<file path="config.mk">
export PLATFORM = sky130hd
export DESIGN_NAME = ead_decoder
export DESIGN_NICKNAME = d
export VERILOG_FILES = /design/src/verilog/ead_pkg.sv /design/src/verilog/ead_decoder.sv
export SDC_FILE = /design/constraint.sdc
export NUM_CORES = 1
export LEC_CHECK = 0
export CAP_MARGIN = 40
export CELL_PAD_IN_SITES_DETAIL_PLACEMENT = 2
export CELL_PAD_IN_SITES_GLOBAL_PLACEMENT = 2
export CORE_UTILIZATION = 30
export CTS_BUF_LIST = sky130_fd_sc_hd__clkbuf_4 sky130_fd_sc_hd__clkbuf_8
export DETAILED_ROUTE_END_ITERATION = 16
export DONT_BUFFER_PORTS = 1
export GPL_ROUTABILITY_DRIVEN = 0
export GPL_TIMING_DRIVEN = 0
export PLACE_DENSITY_LB_ADDON = 0.1
export SLEW_MARGIN = 0
export SYNTH_ARGS = -nofsm -noshare
export SYNTH_HDL_FRONTEND = slang
export SYNTH_SLANG_ARGS = --single-unit
</file>
<file path="constraint.sdc">
create_clock -name SYS_CLK_I -period 6.7 [get_ports SYS_CLK_I]
set_input_delay 0.67 -clock SYS_CLK_I [delete_from_list [all_inputs] [get_ports SYS_CLK_I]]
set_output_delay 0.67 -clock SYS_CLK_I [all_outputs]
set_load 0.02 [all_outputs]
</file>
<file path="src/verilog/ead_pkg.sv">
// constants, types and functional notes for the external area decoder
// Functional notes
// - area chosen from address bits 28..25; bits 31..29 ignored below 0xe0000000
// - address plus 0x20000000 times n (n 1..6) hits same area
// - top region from 0xe0000000 is internal registers, never a shadow
// - map 1: ten areas, five reserved; map 2: eight areas, three reserved
// - five separate active-low chip selects for areas 0, 3, 4, 5, 6
// - area 0 chip select active for every area 0 access
// - map 1 areas 0, 3, 4 are 64 Mbytes each with listed memory types
// - map 1 areas 5B, 6B are 32 Mbytes; 5A and 6A reserved
// - cycle start for normal, burst rom, card; with column strobe on sdram
// - read/write output serves as sdram or byte-sram write enable
// - read strobe pulses for card memory reads
// - upper lane write strobe marks D15..D8 writes, byte select, card write
// - lower lane write strobe marks D7..D0 writes, byte select
// - sdram upper mask selects D15..D8, lower mask D7..D0
// - card enables for areas 5 and 6 share pins with chip selects
// - 16-bit card io input honoured only in little endian
// - endianness taken from the endian-select pin
// - area 0 bus width taken from the bus-width pin
// - width pin sampled at reset: high 8-bit, low 16-bit
// - endian pin sampled at reset: low big, high little
// - map-select control bit 12: 0 first map, 1 second map
package ead_pkg;
  localparam int ADDR_W       = 26;
  localparam int DATA_W       = 16;
  localparam int AREA_LSB     = 25;
  localparam int AREA_MSB     = 28;
  localparam int MAP_BIT      = 12;
  localparam logic [2:0] INTREG_TOP = 3'h7;
  localparam logic [31:0] INTREG_BASE = 32'he0000000;

  typedef enum logic [2:0] {
    EAD_MEM_NORMAL, EAD_MEM_BSRAM, EAD_MEM_SDRAM, EAD_MEM_CARD
  } ead_mem_t;

  typedef struct packed {
    logic       a0, a3, a4, a5, a6;
    logic       reserved;
  } ead_hit_t;

  typedef struct packed {
    logic [31:0] addr;
    logic        write;
    logic [1:0]  lanes;
    logic [15:0] wdata;
  } ead_req_t;
endpackage
</file>
<file path="src/verilog/ead_decoder.sv">
// external area decoder and external strobe generator
`timescale 1ns/100ps
module ead_decoder (
  // clock and reset
  input  wire logic                  SYS_CLK_I,
  input  wire logic                  RESET_N_I,
  // internal master request
  input  wire logic                  REQ_VALID_I,
  input  wire ead_pkg::ead_req_t     REQ_I,
  output logic                       REQ_DONE_O,
  output logic [15:0]                RDATA_O,
  output logic                       INTERNAL_HIT_O,
  output logic                       RESERVED_HIT_O,
  // configuration
  input  wire logic                  MAP_SELECT_I,
  input  wire logic [1:0]            AREA3_TYPE_I,
  input  wire logic [1:0]            AREA4_TYPE_I,
  input  wire logic [1:0]            AREA5_TYPE_I,
  input  wire logic [1:0]            AREA6_TYPE_I,
  input  wire logic                  ENDIAN_SELECT_PIN_I,
  input  wire logic                  AREA0_WIDTH_PIN_I,
  output logic                       LITTLE_ENDIAN_O,
  output logic                       AREA0_BUS8_O,
  // external pins
  output logic [25:0]                ADDR_O,
  input  wire logic [15:0]           DATA_I,
  output logic [15:0]                DATA_O,
  output logic                       DATA_OE_N_O,
  output logic                       BUS_CYCLE_START_N_O,
  output logic                       AREA0_CHIP_SELECT_N_O,
  output logic                       AREA3_CHIP_SELECT_N_O,
  output logic                       AREA4_CHIP_SELECT_N_O,
  output logic                       AREA5_CHIP_SELECT_N_O,
  output logic                       AREA5_CARD_ENABLE_HI_N_O,
  output logic                       AREA6_CHIP_SELECT_N_O,
  output logic                       AREA6_CARD_ENABLE_HI_N_O,
  output logic                       RD_WR_O,
  output logic                       RD_N_O,
  output logic                       UPPER_LANE_WRITE_N_O,
  output logic                       LOWER_LANE_WRITE_N_O,
  output logic                       ROW_STROBE_N_O,
  output logic                       COL_STROBE_N_O,
  output logic                       CLOCK_ENABLE_O,
  output logic                       SDRAM_UPPER_MASK_O,
  output logic                       SDRAM_LOWER_MASK_O,
  input  wire logic                  CARD_IO16_N_I,
  output logic                       CARD_IO16_O,
  input  wire logic                  WAIT_N_I
);

  typedef enum logic [1:0] {EAD_IDLE, EAD_START, EAD_ACCESS, EAD_END} ead_state_t;

  logic       rst_meta_r, rst_sync_r;
  logic       strap_done_r;
  ead_state_t state_r;
  ead_pkg::ead_req_t req_r;
  ead_pkg::ead_hit_t hit;
  ead_pkg::ead_mem_t mem;
  logic       card_io16;

  // area decode from address bits 28..25, with bits 31..29 checked only for the internal region
  function automatic ead_pkg::ead_hit_t decode(input logic [31:0] a, input logic map2);
    ead_pkg::ead_hit_t h;
    logic [3:0] sel;
    h   = '0;
    sel = a[ead_pkg::AREA_MSB:ead_pkg::AREA_LSB];
    if (a[31:29] == ead_pkg::INTREG_TOP) begin
      h.reserved = 1'b0;
    end else begin
      unique case (sel[3:1])
        3'h0: h.a0 = 1'b1;
        3'h1: h.reserved = 1'b1;
        3'h2: h.reserved = 1'b1;
        3'h3: h.a3 = 1'b1;
        3'h4: h.a4 = 1'b1;
        3'h5: begin
          h.a5       = map2 | sel[0];
          h.reserved = ~map2 & ~sel[0];
        end
        3'h6: begin
          h.a6       = map2 | sel[0];
          h.reserved = ~map2 & ~sel[0];
        end
        3'h7: h.reserved = 1'b1;
      endcase
    end
    return h;
  endfunction

  // a reset copy through two flops
  always_ff @(posedge SYS_CLK_I or negedge RESET_N_I) begin
    if (!RESET_N_I) begin
      rst_meta_r <= 1'b0;
      rst_sync_r <= 1'b0;
    end else begin
      rst_meta_r <= 1'b1;
      rst_sync_r <= rst_meta_r;
    end
  end

  // mode straps caught on the first edge after release
  always_ff @(posedge SYS_CLK_I or negedge rst_sync_r) begin
    if (!rst_sync_r) begin
      strap_done_r    <= 1'b0;
      LITTLE_ENDIAN_O <= 1'b0;
      AREA0_BUS8_O    <= 1'b0;
    end else if (!strap_done_r) begin
      strap_done_r    <= 1'b1;
      LITTLE_ENDIAN_O <= ENDIAN_SELECT_PIN_I;
      AREA0_BUS8_O    <= AREA0_WIDTH_PIN_I;
    end
  end

  assign hit = decode(req_r.addr, MAP_SELECT_I);
  // io16 ignored in big endian; system keeps it low there anyway
  assign card_io16 = LITTLE_ENDIAN_O & ~CARD_IO16_N_I;

  always_comb begin
    mem = ead_pkg::EAD_MEM_NORMAL;
    if (hit.a3) mem = ead_pkg::ead_mem_t'({1'b0, AREA3_TYPE_I});
    if (hit.a4) mem = ead_pkg::ead_mem_t'({1'b0, AREA4_TYPE_I});
    if (hit.a5) mem = ead_pkg::ead_mem_t'({1'b0, AREA5_TYPE_I});
    if (hit.a6) mem = ead_pkg::ead_mem_t'({1'b0, AREA6_TYPE_I});
  end

  // access sequencer
  always_ff @(posedge SYS_CLK_I or negedge rst_sync_r) begin
    if (!rst_sync_r) begin
      state_r <= EAD_IDLE;
      req_r   <= '0;
    end else begin
      unique case (state_r)
        EAD_IDLE: if (REQ_VALID_I && strap_done_r) begin
          req_r   <= REQ_I;
          state_r <= EAD_START;
        end
        EAD_START:  state_r <= EAD_ACCESS;
        EAD_ACCESS: if (WAIT_N_I) state_r <= EAD_END;
        EAD_END:    state_r <= EAD_IDLE;
      endcase
    end
  end

  // pin drive, all from flops
  always_ff @(posedge SYS_CLK_I or negedge rst_sync_r) begin
    if (!rst_sync_r) begin
      ADDR_O <= '0;
      DATA_O <= '0;
      DATA_OE_N_O <= 1'b1;
      BUS_CYCLE_START_N_O <= 1'b1;
      AREA0_CHIP_SELECT_N_O <= 1'b1;
      AREA3_CHIP_SELECT_N_O <= 1'b1;
      AREA4_CHIP_SELECT_N_O <= 1'b1;
      AREA5_CHIP_SELECT_N_O <= 1'b1;
      AREA5_CARD_ENABLE_HI_N_O <= 1'b1;
      AREA6_CHIP_SELECT_N_O <= 1'b1;
      AREA6_CARD_ENABLE_HI_N_O <= 1'b1;
      RD_WR_O <= 1'b1;
      RD_N_O <= 1'b1;
      UPPER_LANE_WRITE_N_O <= 1'b1;
      LOWER_LANE_WRITE_N_O <= 1'b1;
      ROW_STROBE_N_O <= 1'b1;
      COL_STROBE_N_O <= 1'b1;
      CLOCK_ENABLE_O <= 1'b0;
      SDRAM_UPPER_MASK_O <= 1'b1;
      SDRAM_LOWER_MASK_O <= 1'b1;
      CARD_IO16_O <= 1'b0;
      REQ_DONE_O <= 1'b0;
      RDATA_O <= '0;
      INTERNAL_HIT_O <= 1'b0;
      RESERVED_HIT_O <= 1'b0;
    end else begin
      logic active;
      logic is_card;
      active  = (state_r == EAD_ACCESS) || (state_r == EAD_START);
      is_card = (mem == ead_pkg::EAD_MEM_CARD);
      CLOCK_ENABLE_O <= 1'b1;
      REQ_DONE_O <= (state_r == EAD_END);
      INTERNAL_HIT_O <= (state_r == EAD_START) && (req_r.addr[31:29] == ead_pkg::INTREG_TOP);
      RESERVED_HIT_O <= (state_r == EAD_START) && hit.reserved;
      CARD_IO16_O <= card_io16;
      ADDR_O <= req_r.addr[ead_pkg::ADDR_W-1:0];
      DATA_O <= req_r.wdata;
      DATA_OE_N_O <= ~(active && req_r.write);
      if (state_r == EAD_ACCESS && WAIT_N_I && !req_r.write) RDATA_O <= DATA_I;
      // reserved and internal hits drive no chip select, cycle start or column strobe; the read, write, lane and mask strobes still follow the state
      AREA0_CHIP_SELECT_N_O <= ~(active && hit.a0);
      AREA3_CHIP_SELECT_N_O <= ~(active && hit.a3);
      AREA4_CHIP_SELECT_N_O <= ~(active && hit.a4);
      AREA5_CHIP_SELECT_N_O <= ~(active && hit.a5);
      AREA6_CHIP_SELECT_N_O <= ~(active && hit.a6);
      AREA5_CARD_ENABLE_HI_N_O <= ~(active && hit.a5 && is_card && card_io16);
      AREA6_CARD_ENABLE_HI_N_O <= ~(active && hit.a6 && is_card && card_io16);
      BUS_CYCLE_START_N_O <= ~(state_r == EAD_START && !hit.reserved
                               && (hit.a0 | hit.a3 | hit.a4 | hit.a5 | hit.a6));
      ROW_STROBE_N_O <= ~(state_r == EAD_IDLE && REQ_VALID_I && 1'b0);
      COL_STROBE_N_O <= ~(state_r == EAD_START && mem == ead_pkg::EAD_MEM_SDRAM);
      RD_WR_O <= ~(active && req_r.write);
      RD_N_O <= ~(state_r == EAD_ACCESS && !req_r.write);
      UPPER_LANE_WRITE_N_O <= ~(state_r == EAD_ACCESS && req_r.write && req_r.lanes[1]);
      LOWER_LANE_WRITE_N_O <= ~(state_r == EAD_ACCESS && req_r.write && req_r.lanes[0]);
      SDRAM_UPPER_MASK_O <= ~(active && req_r.lanes[1]);
      SDRAM_LOWER_MASK_O <= ~(active && req_r.lanes[0]);
    end
  end

endmodule

</file>
==> results.toml, run 1 <==
[layout]
layout.cells.non_filler = 502
synthToLayoutAreaGrowth_pct = 15.4
final_common_cell = "dfrtp_1"
layout.nets = 390
fill_cells = 1537
drive_above_1_share_pct = 42.8
final_cell_mix = "119 x dfrtp_1, 68 x mux2_2, 21 x clkbuf_8"

[drt]
dr.pass1.iters = 3
avgViaCountPerCell = 4.66
drc = 0
drtIter0Drc = 45
vias = 2340
wirelength_um = 9920
wl_per_cell_um = 19.8
ant_nets = 0

[grt]
antenna_found_initial = 1
gr-total-overflow = 0
grt_pass1_wl_um = 15700
grt_max_degree = 64
grt_pass1_vias = 2693
grtUsageTotal_pct = 13.6

[logic_synthesis]
ys_ff_latch = 135
syn_area_mm2 = 0.00466
ys_seq_area_share_pct = 72.9
syn_inst = 278
synth_area_per_cell_um2 = 16.8
yosys_warnings = 0
yosysUniqueCellTypes = 37

[setup_path]
reg2reg_depth = 7
end_kind = "register"
cp_data_arrival_time_ns = 2.32
startpoint_type = "register"
reg2reg_slack_ns = 4.69
path_class = "register to register"
path_max_fanout = 10
worstPathRequired_ns = 7.01

[sta]
finalCriticalPeriod_ns = 2.01
setup_tns_ns = 0
skew_ns = 0.00942
maxSlewHeadroom_pct = 62.4
tightest_slew_ns = 0.558
setup_viol = 0
hold_viol = 0
rsz0062_at_grt = "false"
maxSlewViolCount = 0
finalCritPeriodShare_pct = 30.0
timing.fmax_ghz = 0.498

[floorplanning]
die_h_um = 127
die_w_um = 127
initial_core_util_pct = 30.7
io_pins = 165
core_area_mm2 = 0.0152
rows = 45
dieArea_mm2 = 0.0160

[placed_design]
dp.final_hpwl_um = 6860
port_buffers = 0
dp_cells = 470

[power_and_ir_drop]
ir_drop_mv = 0.190
p_leak_nw = 2.33
power_density_mw_per_mm2 = 533

[clock_network]
cts-buffers-inserted = 17
clock_tree.buffer_depth = 2
clk_latency_ns = 0.43
cts_tree = "yes"
clockRootBuffer = "clkbuf_8"
post-cts-setup-buffer-count = 0
cts.sinks = 135
path_clk_slew_ns = 0.08
htree_num_levels = 4
postCtsResizedCells = 0
cts_hold_buf = 1

[status]
status = "finished clean"

[hold_path]
hold_class = "register to async pin"

[job]
maxCapViolations = 0
cells in the mapped netlist, drive strengths merged:
cell     count  area (um^2)
a21boi       1         7.51
a21oi        2         10.0
a221oi       2         17.5
a31oi        1         21.3
and2b        1         8.76
and4b        1         13.8
buf         11         66.3
conb         1         3.75
dfrtp      120         3000
dfstp       15          394
ha           5         62.6
inv          6         22.5
mux2        69          777
nand2       11         41.3
nand2b       2         12.5
nand3        5         25.0
nand4        1         6.26
nor2         4         15.0
nor2b        3         18.8
nor3         1         5.00
o2111ai      2         17.5
o21a         1         8.76
o21ai        2         10.0
o221a        1         11.3
o221ai       2         23.8
o32a         1         10.0
o32ai        1         8.76
or2          3         18.8
or2b         1         7.51
or3          1         6.26
or4          1         7.51
worst max-delay path, cell delays in order, from the launching register on:
cell and delay [ns]:
dfrtp_1 0.43, inv_1 0.13, ha_1 0.29, nand2b_1 0.11, or2_1 0.21, buf_2 0.18, buf_2 0.21, mux2_1 0.33
where the power goes:
group	total, W	switching, W	leakage [nW]	internal (W)
clock	0.000685	0.000305	0.202	0.000380
combinational	0.000501	0.000231	0.536	0.000270
sequential	0.00168	0.000475	1.60	0.00121
total	0.00287	0.00101	2.33	0.00186
kinds of logic after synthesis:
group,share of synthesized area [%]
buffers and inverters,1.91
adder cells (fa/ha/maj),1.34
flip-flops,72.9
AO/OA/AOI/OAI,3.14
AND/OR/NAND/NOR,4.00
multiplexers,16.7
other,0.0804
area by class of cell:
type / instances / area (um^2) / share of cell area, %
antenna: 1 / 2.50 / 0.0465
buffer: 11 / 66.3 / 1.23
clock buffer: 24 / 312 / 5.79
clock inverter: 6 / 92.6 / 1.72
inverter: 6 / 22.5 / 0.419
multi-input combinational: 128 / 1180 / 22.0
sequential: 135 / 3400 / 63.2
tap: 188 / 235 / 4.37
timing repair buffer: 3 / 65.1 / 1.21
layer usage:
layer  up-vias  part of all wire [%]  global-route usage [%]
met1      1224                    38                    14.8
met2        99                    51                    21.9
met4         0                   1.7                    7.35
li1       1002                     -                       -
met5         -                     0                       0
met3        15                   8.8                    6.41
registers in the layout, indices dropped and copies added (netlist names), 2 cells and up:
| name | flops |
|---|---|
| req_r | 51 |
| RDATA_O | 16 |
| DATA_O | 16 |
| ADDR_O | 26 |
| state_r | 2 |
metrics by stage:
step,utilization (%),total power (W),hold slack [ns],instance area (um^2),setup slack (ns)
finish,35.4,0.00287,0.259,5380,4.69
floorplan,-,0.00203,0.331,4670,2.69
global placement,32.3,0.00218,0.335,4900,1.00
CTS,35.4,0.00293,0.282,5380,4.65
global route,35.4,0.00305,0.277,5380,4.51
detailed placement,32.7,0.00222,0.274,4960,4.67
worst paths after layout:
kind                                        end          start
hold reg to reg                       req_r[39]     rst_sync_r
setup / recovery                     RDATA_O[5]     state_r[0]
min in group SYS_CLK_I              CARD_IO16_O  CARD_IO16_N_I
setup reg to reg                     RDATA_O[5]     state_r[0]
max in group asynchronous  LOWER_LANE_WRITE_N_O     rst_sync_r
hold / removal                        req_r[39]     rst_sync_r
(Power assumes the default switching activity.)
==> run 2, diff against run 1 <==
- clock period: 6.7 -> 1.7 ns (I/O delays scaled with it)
==> run 2 against run 1 <==
Sequential power rose to 4.0 times the previous value. Worst setup slack got worse by 4.6 ns. Critical endpoint is now COL_STROBE_N_O. Highest routed layer unchanged. Combinational power rose to 4.4 times the previous value. Clock-buffer cell count rose by 1. First-iteration DRC count rose by 58%. Final area rose by 15%. Clock skew fell by 0.0021 ns.
==> results.toml, run 2 (synthesized netlist as in run 1, its figures left out) <==
[status]
status = "finished clean"

[layout]
final_common_cell = "dfrtp_1"
reg_top3 = "req_r (51), ADDR_O (26)"
regMostFlops = "req_r"
fin_util_pct = 40.7
diodes = 0
fin_area_mm2 = 0.00619
synthToLayoutAreaGrowth_pct = 32.7
layout.cells.non_filler = 578
fill_cells = 1499
largest_reg_flops = 51
final_cell_mix = "118 x dfrtp_1, 76 x dlygate4sd3_1, 68 x mux2_2"
layout.nets = 465
drive_above_1_share_pct = 36.4

[sta]
rsz0062_at_grt = "true"
finalCriticalPeriod_ns = 1.64
finalCritPeriodShare_pct = 96.2
setup_tns_ns = 0
setup_viol = 0
timing.fmax_ghz = 0.611
maxSlewViolCount = 0
skew_ns = 0.00728
hold_viol = 0

[setup_path]
startpoint_type = "register"
worstPathCellList = "buf_6 -> and4b_4 -> a31oi_4 -> o221ai_2 -> or4_1"
cp_data_arrival_time_ns = 1.96
critical-path-top-delay-family = "simple AND/OR/NAND/NOR gates"
path_class = "register to register"
end_kind = "register"
cp_num_buf_inv = 1
critPathSlowestCell = "or4_1"
path_max_fanout = 10
worstPathRequired_ns = 2.03
crit_path_max_incr_delay_ns = 0.53

[floorplanning]
io_pins = 165
die_w_um = 127
rows = 45
dieArea_mm2 = 0.0160
core_area_mm2 = 0.0152
die_h_um = 127
initial_core_util_pct = 30.7

[drt]
vias = 2599
ant_nets = 0
avgViaCountPerCell = 4.50
drtIter0Drc = 71
dr.pass1.iters = 4
drc = 0
wl_per_cell_um = 17.7
wirelength_um = 10200

[clock_network]
clockRootBuffer = "clkbuf_8"
cts_tree = "yes"
clk_latency_ns = 0.42
cts.sinks = 135
cts-buffers-inserted = 17
clock_tree.buffer_depth = 2
htree_num_levels = 4
path_clk_slew_ns = 0.07

[power_and_ir_drop]
p_comb_share_pct = 19.0
sw_frac_of_total_pct = 34.7
switchingPower_w = 0.00400
power_density_mw_per_mm2 = 1860
clkPwrFrac_pct = 23.3
p_seq_share_pct = 57.6
ir_drop_mv = 0.612
p_int_w = 0.00753
p_leak_nw = 2.66

[grt]
antenna_found_initial = 0
grt_max_degree = 57
grt_pass1_wl_um = 16500
gr-total-overflow = 0
grtUsageTotal_pct = 13.9
grt_pass1_vias = 3056

[placed_design]
port_buffers = 0
dp.final_hpwl_um = 6920
place_area_mm2 = 0.00497
dp_cells = 470

[hold_path]
hold_class = "primary input to register"

[job]
maxCapViolations = 0
==> run 2: changes by cell type in the layout (fill, tap and decap cells not counted), sizes merged <==
| cell | previous run | this run |
|---|---|---|
| clkbuf | 24 | 25 |
| clkinvlp | 2 | 3 |
| diode | 1 | 0 |
| dlygate4sd3 | 1 | 76 |
==> run 2: what timing repair did <==
action                                  CTS  global route
buffers inserted                          1             0
hold buffers                             75             1
endpoints found under the setup margin   61            64
endpoints found under the hold margin    75             1
resized for setup                         8             8
==> run 2: worst paths after layout <==
check | from | slack [ns] | depth (start not counted) | end
setup / recovery | req_r[45] | 0.06 | 5 | COL_STROBE_N_O
hold reg to reg | rst_sync_r | 0.26 | 0 | DATA_O[15]
setup reg to reg | req_r[45] | 0.06 | 5 | COL_STROBE_N_O
min in group asynchronous | rst_sync_r | 0.26 | 0 | DATA_O[15]
max in group asynchronous | rst_sync_r | 0.79 | 1 | COL_STROBE_N_O
hold / removal | AREA5_TYPE_I[0] | 0.08 | 3 | COL_STROBE_N_O
==> run 2: worst min-delay path: stages <==
cell and delay [ns]:
nand2_1 0.04, o221ai_2 0.14, or4_1 0.12
==> run 2: power by group through the flow <==
stage                     combinational, W  sequential (W)  clock [W]
after global placement             0.00188         0.00673          0
after floorplan                    0.00160         0.00641          0
after detailed placement           0.00202         0.00674          0
after global routing               0.00246         0.00684    0.00294
final                              0.00220         0.00664    0.00269
after CTS                          0.00222         0.00669    0.00284
==> run 2: through the flow <==
step | total power (W) | worst slack (ns) | hold slack [ns]
4_1_cts | 0.0118 | 0.0131 | 0.00894
5_1_grt | 0.0122 | -0.0270 | 0.0659
2_1_floorplan | 0.00801 | 0.000475 | -0.126
3_5_place_dp | 0.00877 | -0.237 | -0.126
6_report | 0.0115 | 0.0645 | 0.0820
3_3_place_gp | 0.00861 | -0.243 | -0.126
==> run 2: cell type report <==
type	instances	area (um^2)	area share, %
clock buffers	25	319	5.16
repair buffers	79	823	13.3
inverters	6	22.5	0.364
clock inverters	7	92.6	1.50
plain buffers	10	80.1	1.29
multi-input cells	128	1210	19.6
flip-flops and latches	135	3400	55.0
well taps	188	235	3.80
==> run 2: layer usage <==
metal  wire length (um)  up-vias  global-route usage [%]
li1                   -     1157                       -
met1               4020     1339                    15.7
met2               5310       92                    23.3
met3                732       11                    5.31
met4                174        0                    6.51
met5                  0        -                       0
==> run 3, diff against run 2 <==
- CELL_PAD_IN_SITES_DETAIL_PLACEMENT: 2 -> unset
- CELL_PAD_IN_SITES_GLOBAL_PLACEMENT: 2 -> unset
- CTS_BUF_LIST: sky130_fd_sc_hd__clkbuf_4 sky130_fd_sc_hd__clkbuf_8 -> unset
- PLACE_DENSITY: unset -> 0.42
- PLACE_DENSITY_LB_ADDON: 0.1 -> unset
==> run 3 against run 2 <==
First-iteration DRC count increased by 31%. Power increased by 7.4%. Sequential cell count unchanged. Via count decreased by 1.5%. Critical endpoint unchanged. Cell count decreased by 0.17%. Worst setup slack improved by 0.052 ns. Utilization increased by 1.1 points.
==> results.toml, run 3 (synthesized netlist as in run 1, its figures left out) <==
[layout]
regMostFlops = "req_r"
multi_input_area_mm2 = 0.00121
synthToLayoutAreaGrowth_pct = 36.2
final_cell_mix = "119 x dfrtp_1, 75 x dlygate4sd3_1, 68 x mux2_2"
fill_cells = 1422
fin_area_mm2 = 0.00635
reg_top3 = "req_r (51), ADDR_O (26)"
layout.nets = 464
drive_above_1_share_pct = 36.0
seqCellArea_mm2 = 0.00340
largest_reg_flops = 51
diodes = 0
final_common_cell = "dfrtp_1"

[clock_network]
clk_latency_ns = 0.41
cts_tree = "yes"
clockRootBuffer = "clkbuf_16"
path_clk_slew_ns = 0.06
cts-buffers-inserted = 17
htree_num_levels = 4
cts.sinks = 135
clock_tree.buffer_depth = 2

[sta]
maxSlewViolCount = 0
finalCriticalPeriod_ns = 1.58
rsz0062_at_grt = "true"
skew_ns = 0.0101
setup_viol = 0
finalCritPeriodShare_pct = 93.1
timing.fmax_ghz = 0.632
hold_viol = 0
setup_tns_ns = 0
holdWs_ns = 0.0666
layout_setup_ws_ns = 0.117

[placed_design]
place_area_mm2 = 0.00497
pre_cts_ws_ns = -0.202
dp.final_hpwl_um = 6190
port_buffers = 0

[power_and_ir_drop]
sw_frac_of_total_pct = 33.2
p_seq_share_pct = 53.4
power_density_mw_per_mm2 = 1950
ir_drop_mv = 0.691
p_leak_nw = 2.74
p_comb_share_pct = 17.4
switchingPower_w = 0.00411
clkPwrFrac_pct = 29.3
p_int_w = 0.00827

[hold_path]
hold_end = "AREA5_CHIP_SELECT_N_O"
hold_class = "primary input to register"
min-delay-start = "MAP_SELECT_I"
holdPathStages = 2

[setup_path]
reg2reg_slack_ns = 0.12
r2r-start = "req_r[47]"
cp_data_arrival_time_ns = 1.91
crit_start = "req_r[47]"
path_class = "register to register"
end_kind = "register"
r2r_end = "COL_STROBE_N_O"
reg2reg_depth = 4
worstPathRequired_ns = 2.02
path_max_fanout = 8
startpoint_type = "register"

[grt]
grt_pass1_wl_um = 14800
grt_max_degree = 59
grt_pass1_vias = 2748
gr-total-overflow = 0
grtUsageTotal_pct = 12.6
antenna_found_initial = 0

[floorplanning]
initial_core_util_pct = 30.7
io_pins = 165
core_area_mm2 = 0.0152
die_h_um = 127
die_w_um = 127
dieArea_mm2 = 0.0160
rows = 45

[drt]
wirelength_um = 9320
wl_per_cell_um = 16.1
drtIter0Drc = 93
avgViaCountPerCell = 4.44
vias = 2559
drc = 0
ant_nets = 0
dr.pass1.iters = 4

[status]
status = "finished clean"

[job]
maxCapViolations = 0
[run 3: per-stage QoR]
stage               total power, W  std cells  util (%)
floorplan                  0.00801        280         -
global placement           0.00856        468      32.3
detailed placement         0.00866        470      32.7
CTS                         0.0126        577      41.7
global route                0.0131        577      41.8
finish                      0.0124        577      41.8
[run 3: area by class of cell]
type                            count  area share [%]
Buffer                             10            1.26
Clock buffer                       21            7.41
Sequential cell                   135            53.5
Tap cell                          188            3.70
Clock inverter                     11            1.93
Timing Repair Buffer               78            12.8
Inverter                            6           0.355
Multi-Input combinational cell    128            19.0
[run 3: worst max-delay path, stage by stage (launching register included)]
cell,delay [ns]
dfrtp_1,0.43
o21a_2,0.27
a221oi_1,0.10
or2_0,0.23
or4_1,0.46
[run 3: routing by layer]
layer / global-route usage [%] / vias to the layer above / routed length (um) / part of all wire [%]
met5: 0 / - / 0 / 0
met1: 14.2 / 1288 / 3800 / 41
met3: 4.51 / 17 / 575 / 6.2
met2: 20.2 / 95 / 4700 / 50
li1: - / 1159 / - / -
met4: 8.19 / 0 / 242 / 2.6
[run 3: power groups by stage]
stage | Combinational, W | Sequential (W) | Clock, W
6_report | 0.00215 | 0.00661 | 0.00362
5_1_grt | 0.00239 | 0.00679 | 0.00390
4_1_cts | 0.00216 | 0.00664 | 0.00375
3_5_place_dp | 0.00196 | 0.00669 | 0
3_3_place_gp | 0.00184 | 0.00672 | 0
2_1_floorplan | 0.00160 | 0.00641 | 0
[run 3: worst max path at each step]
stage | slack [ns] | cells past startpoint | endpoint
4_1_cts | 0.04 | 6 | RDATA_O[5]
5_1_grt | -0.02 | 5 | req_r[50]
3_3_place_gp | -0.21 | 0 | RDATA_O[11]
2_1_floorplan | 0.0005 | 7 | RDATA_O[5]
3_5_place_dp | -0.20 | 7 | RDATA_O[5]
6_report | 0.12 | 4 | COL_STROBE_N_O
[run 3: timing repair]
action,4_1_cts,5_1_grt
endpoints found under the setup margin,60,44
resized for setup,8,5
setup buffers,1,0
hold buffers,75,0
endpoints found under the hold margin,75,0
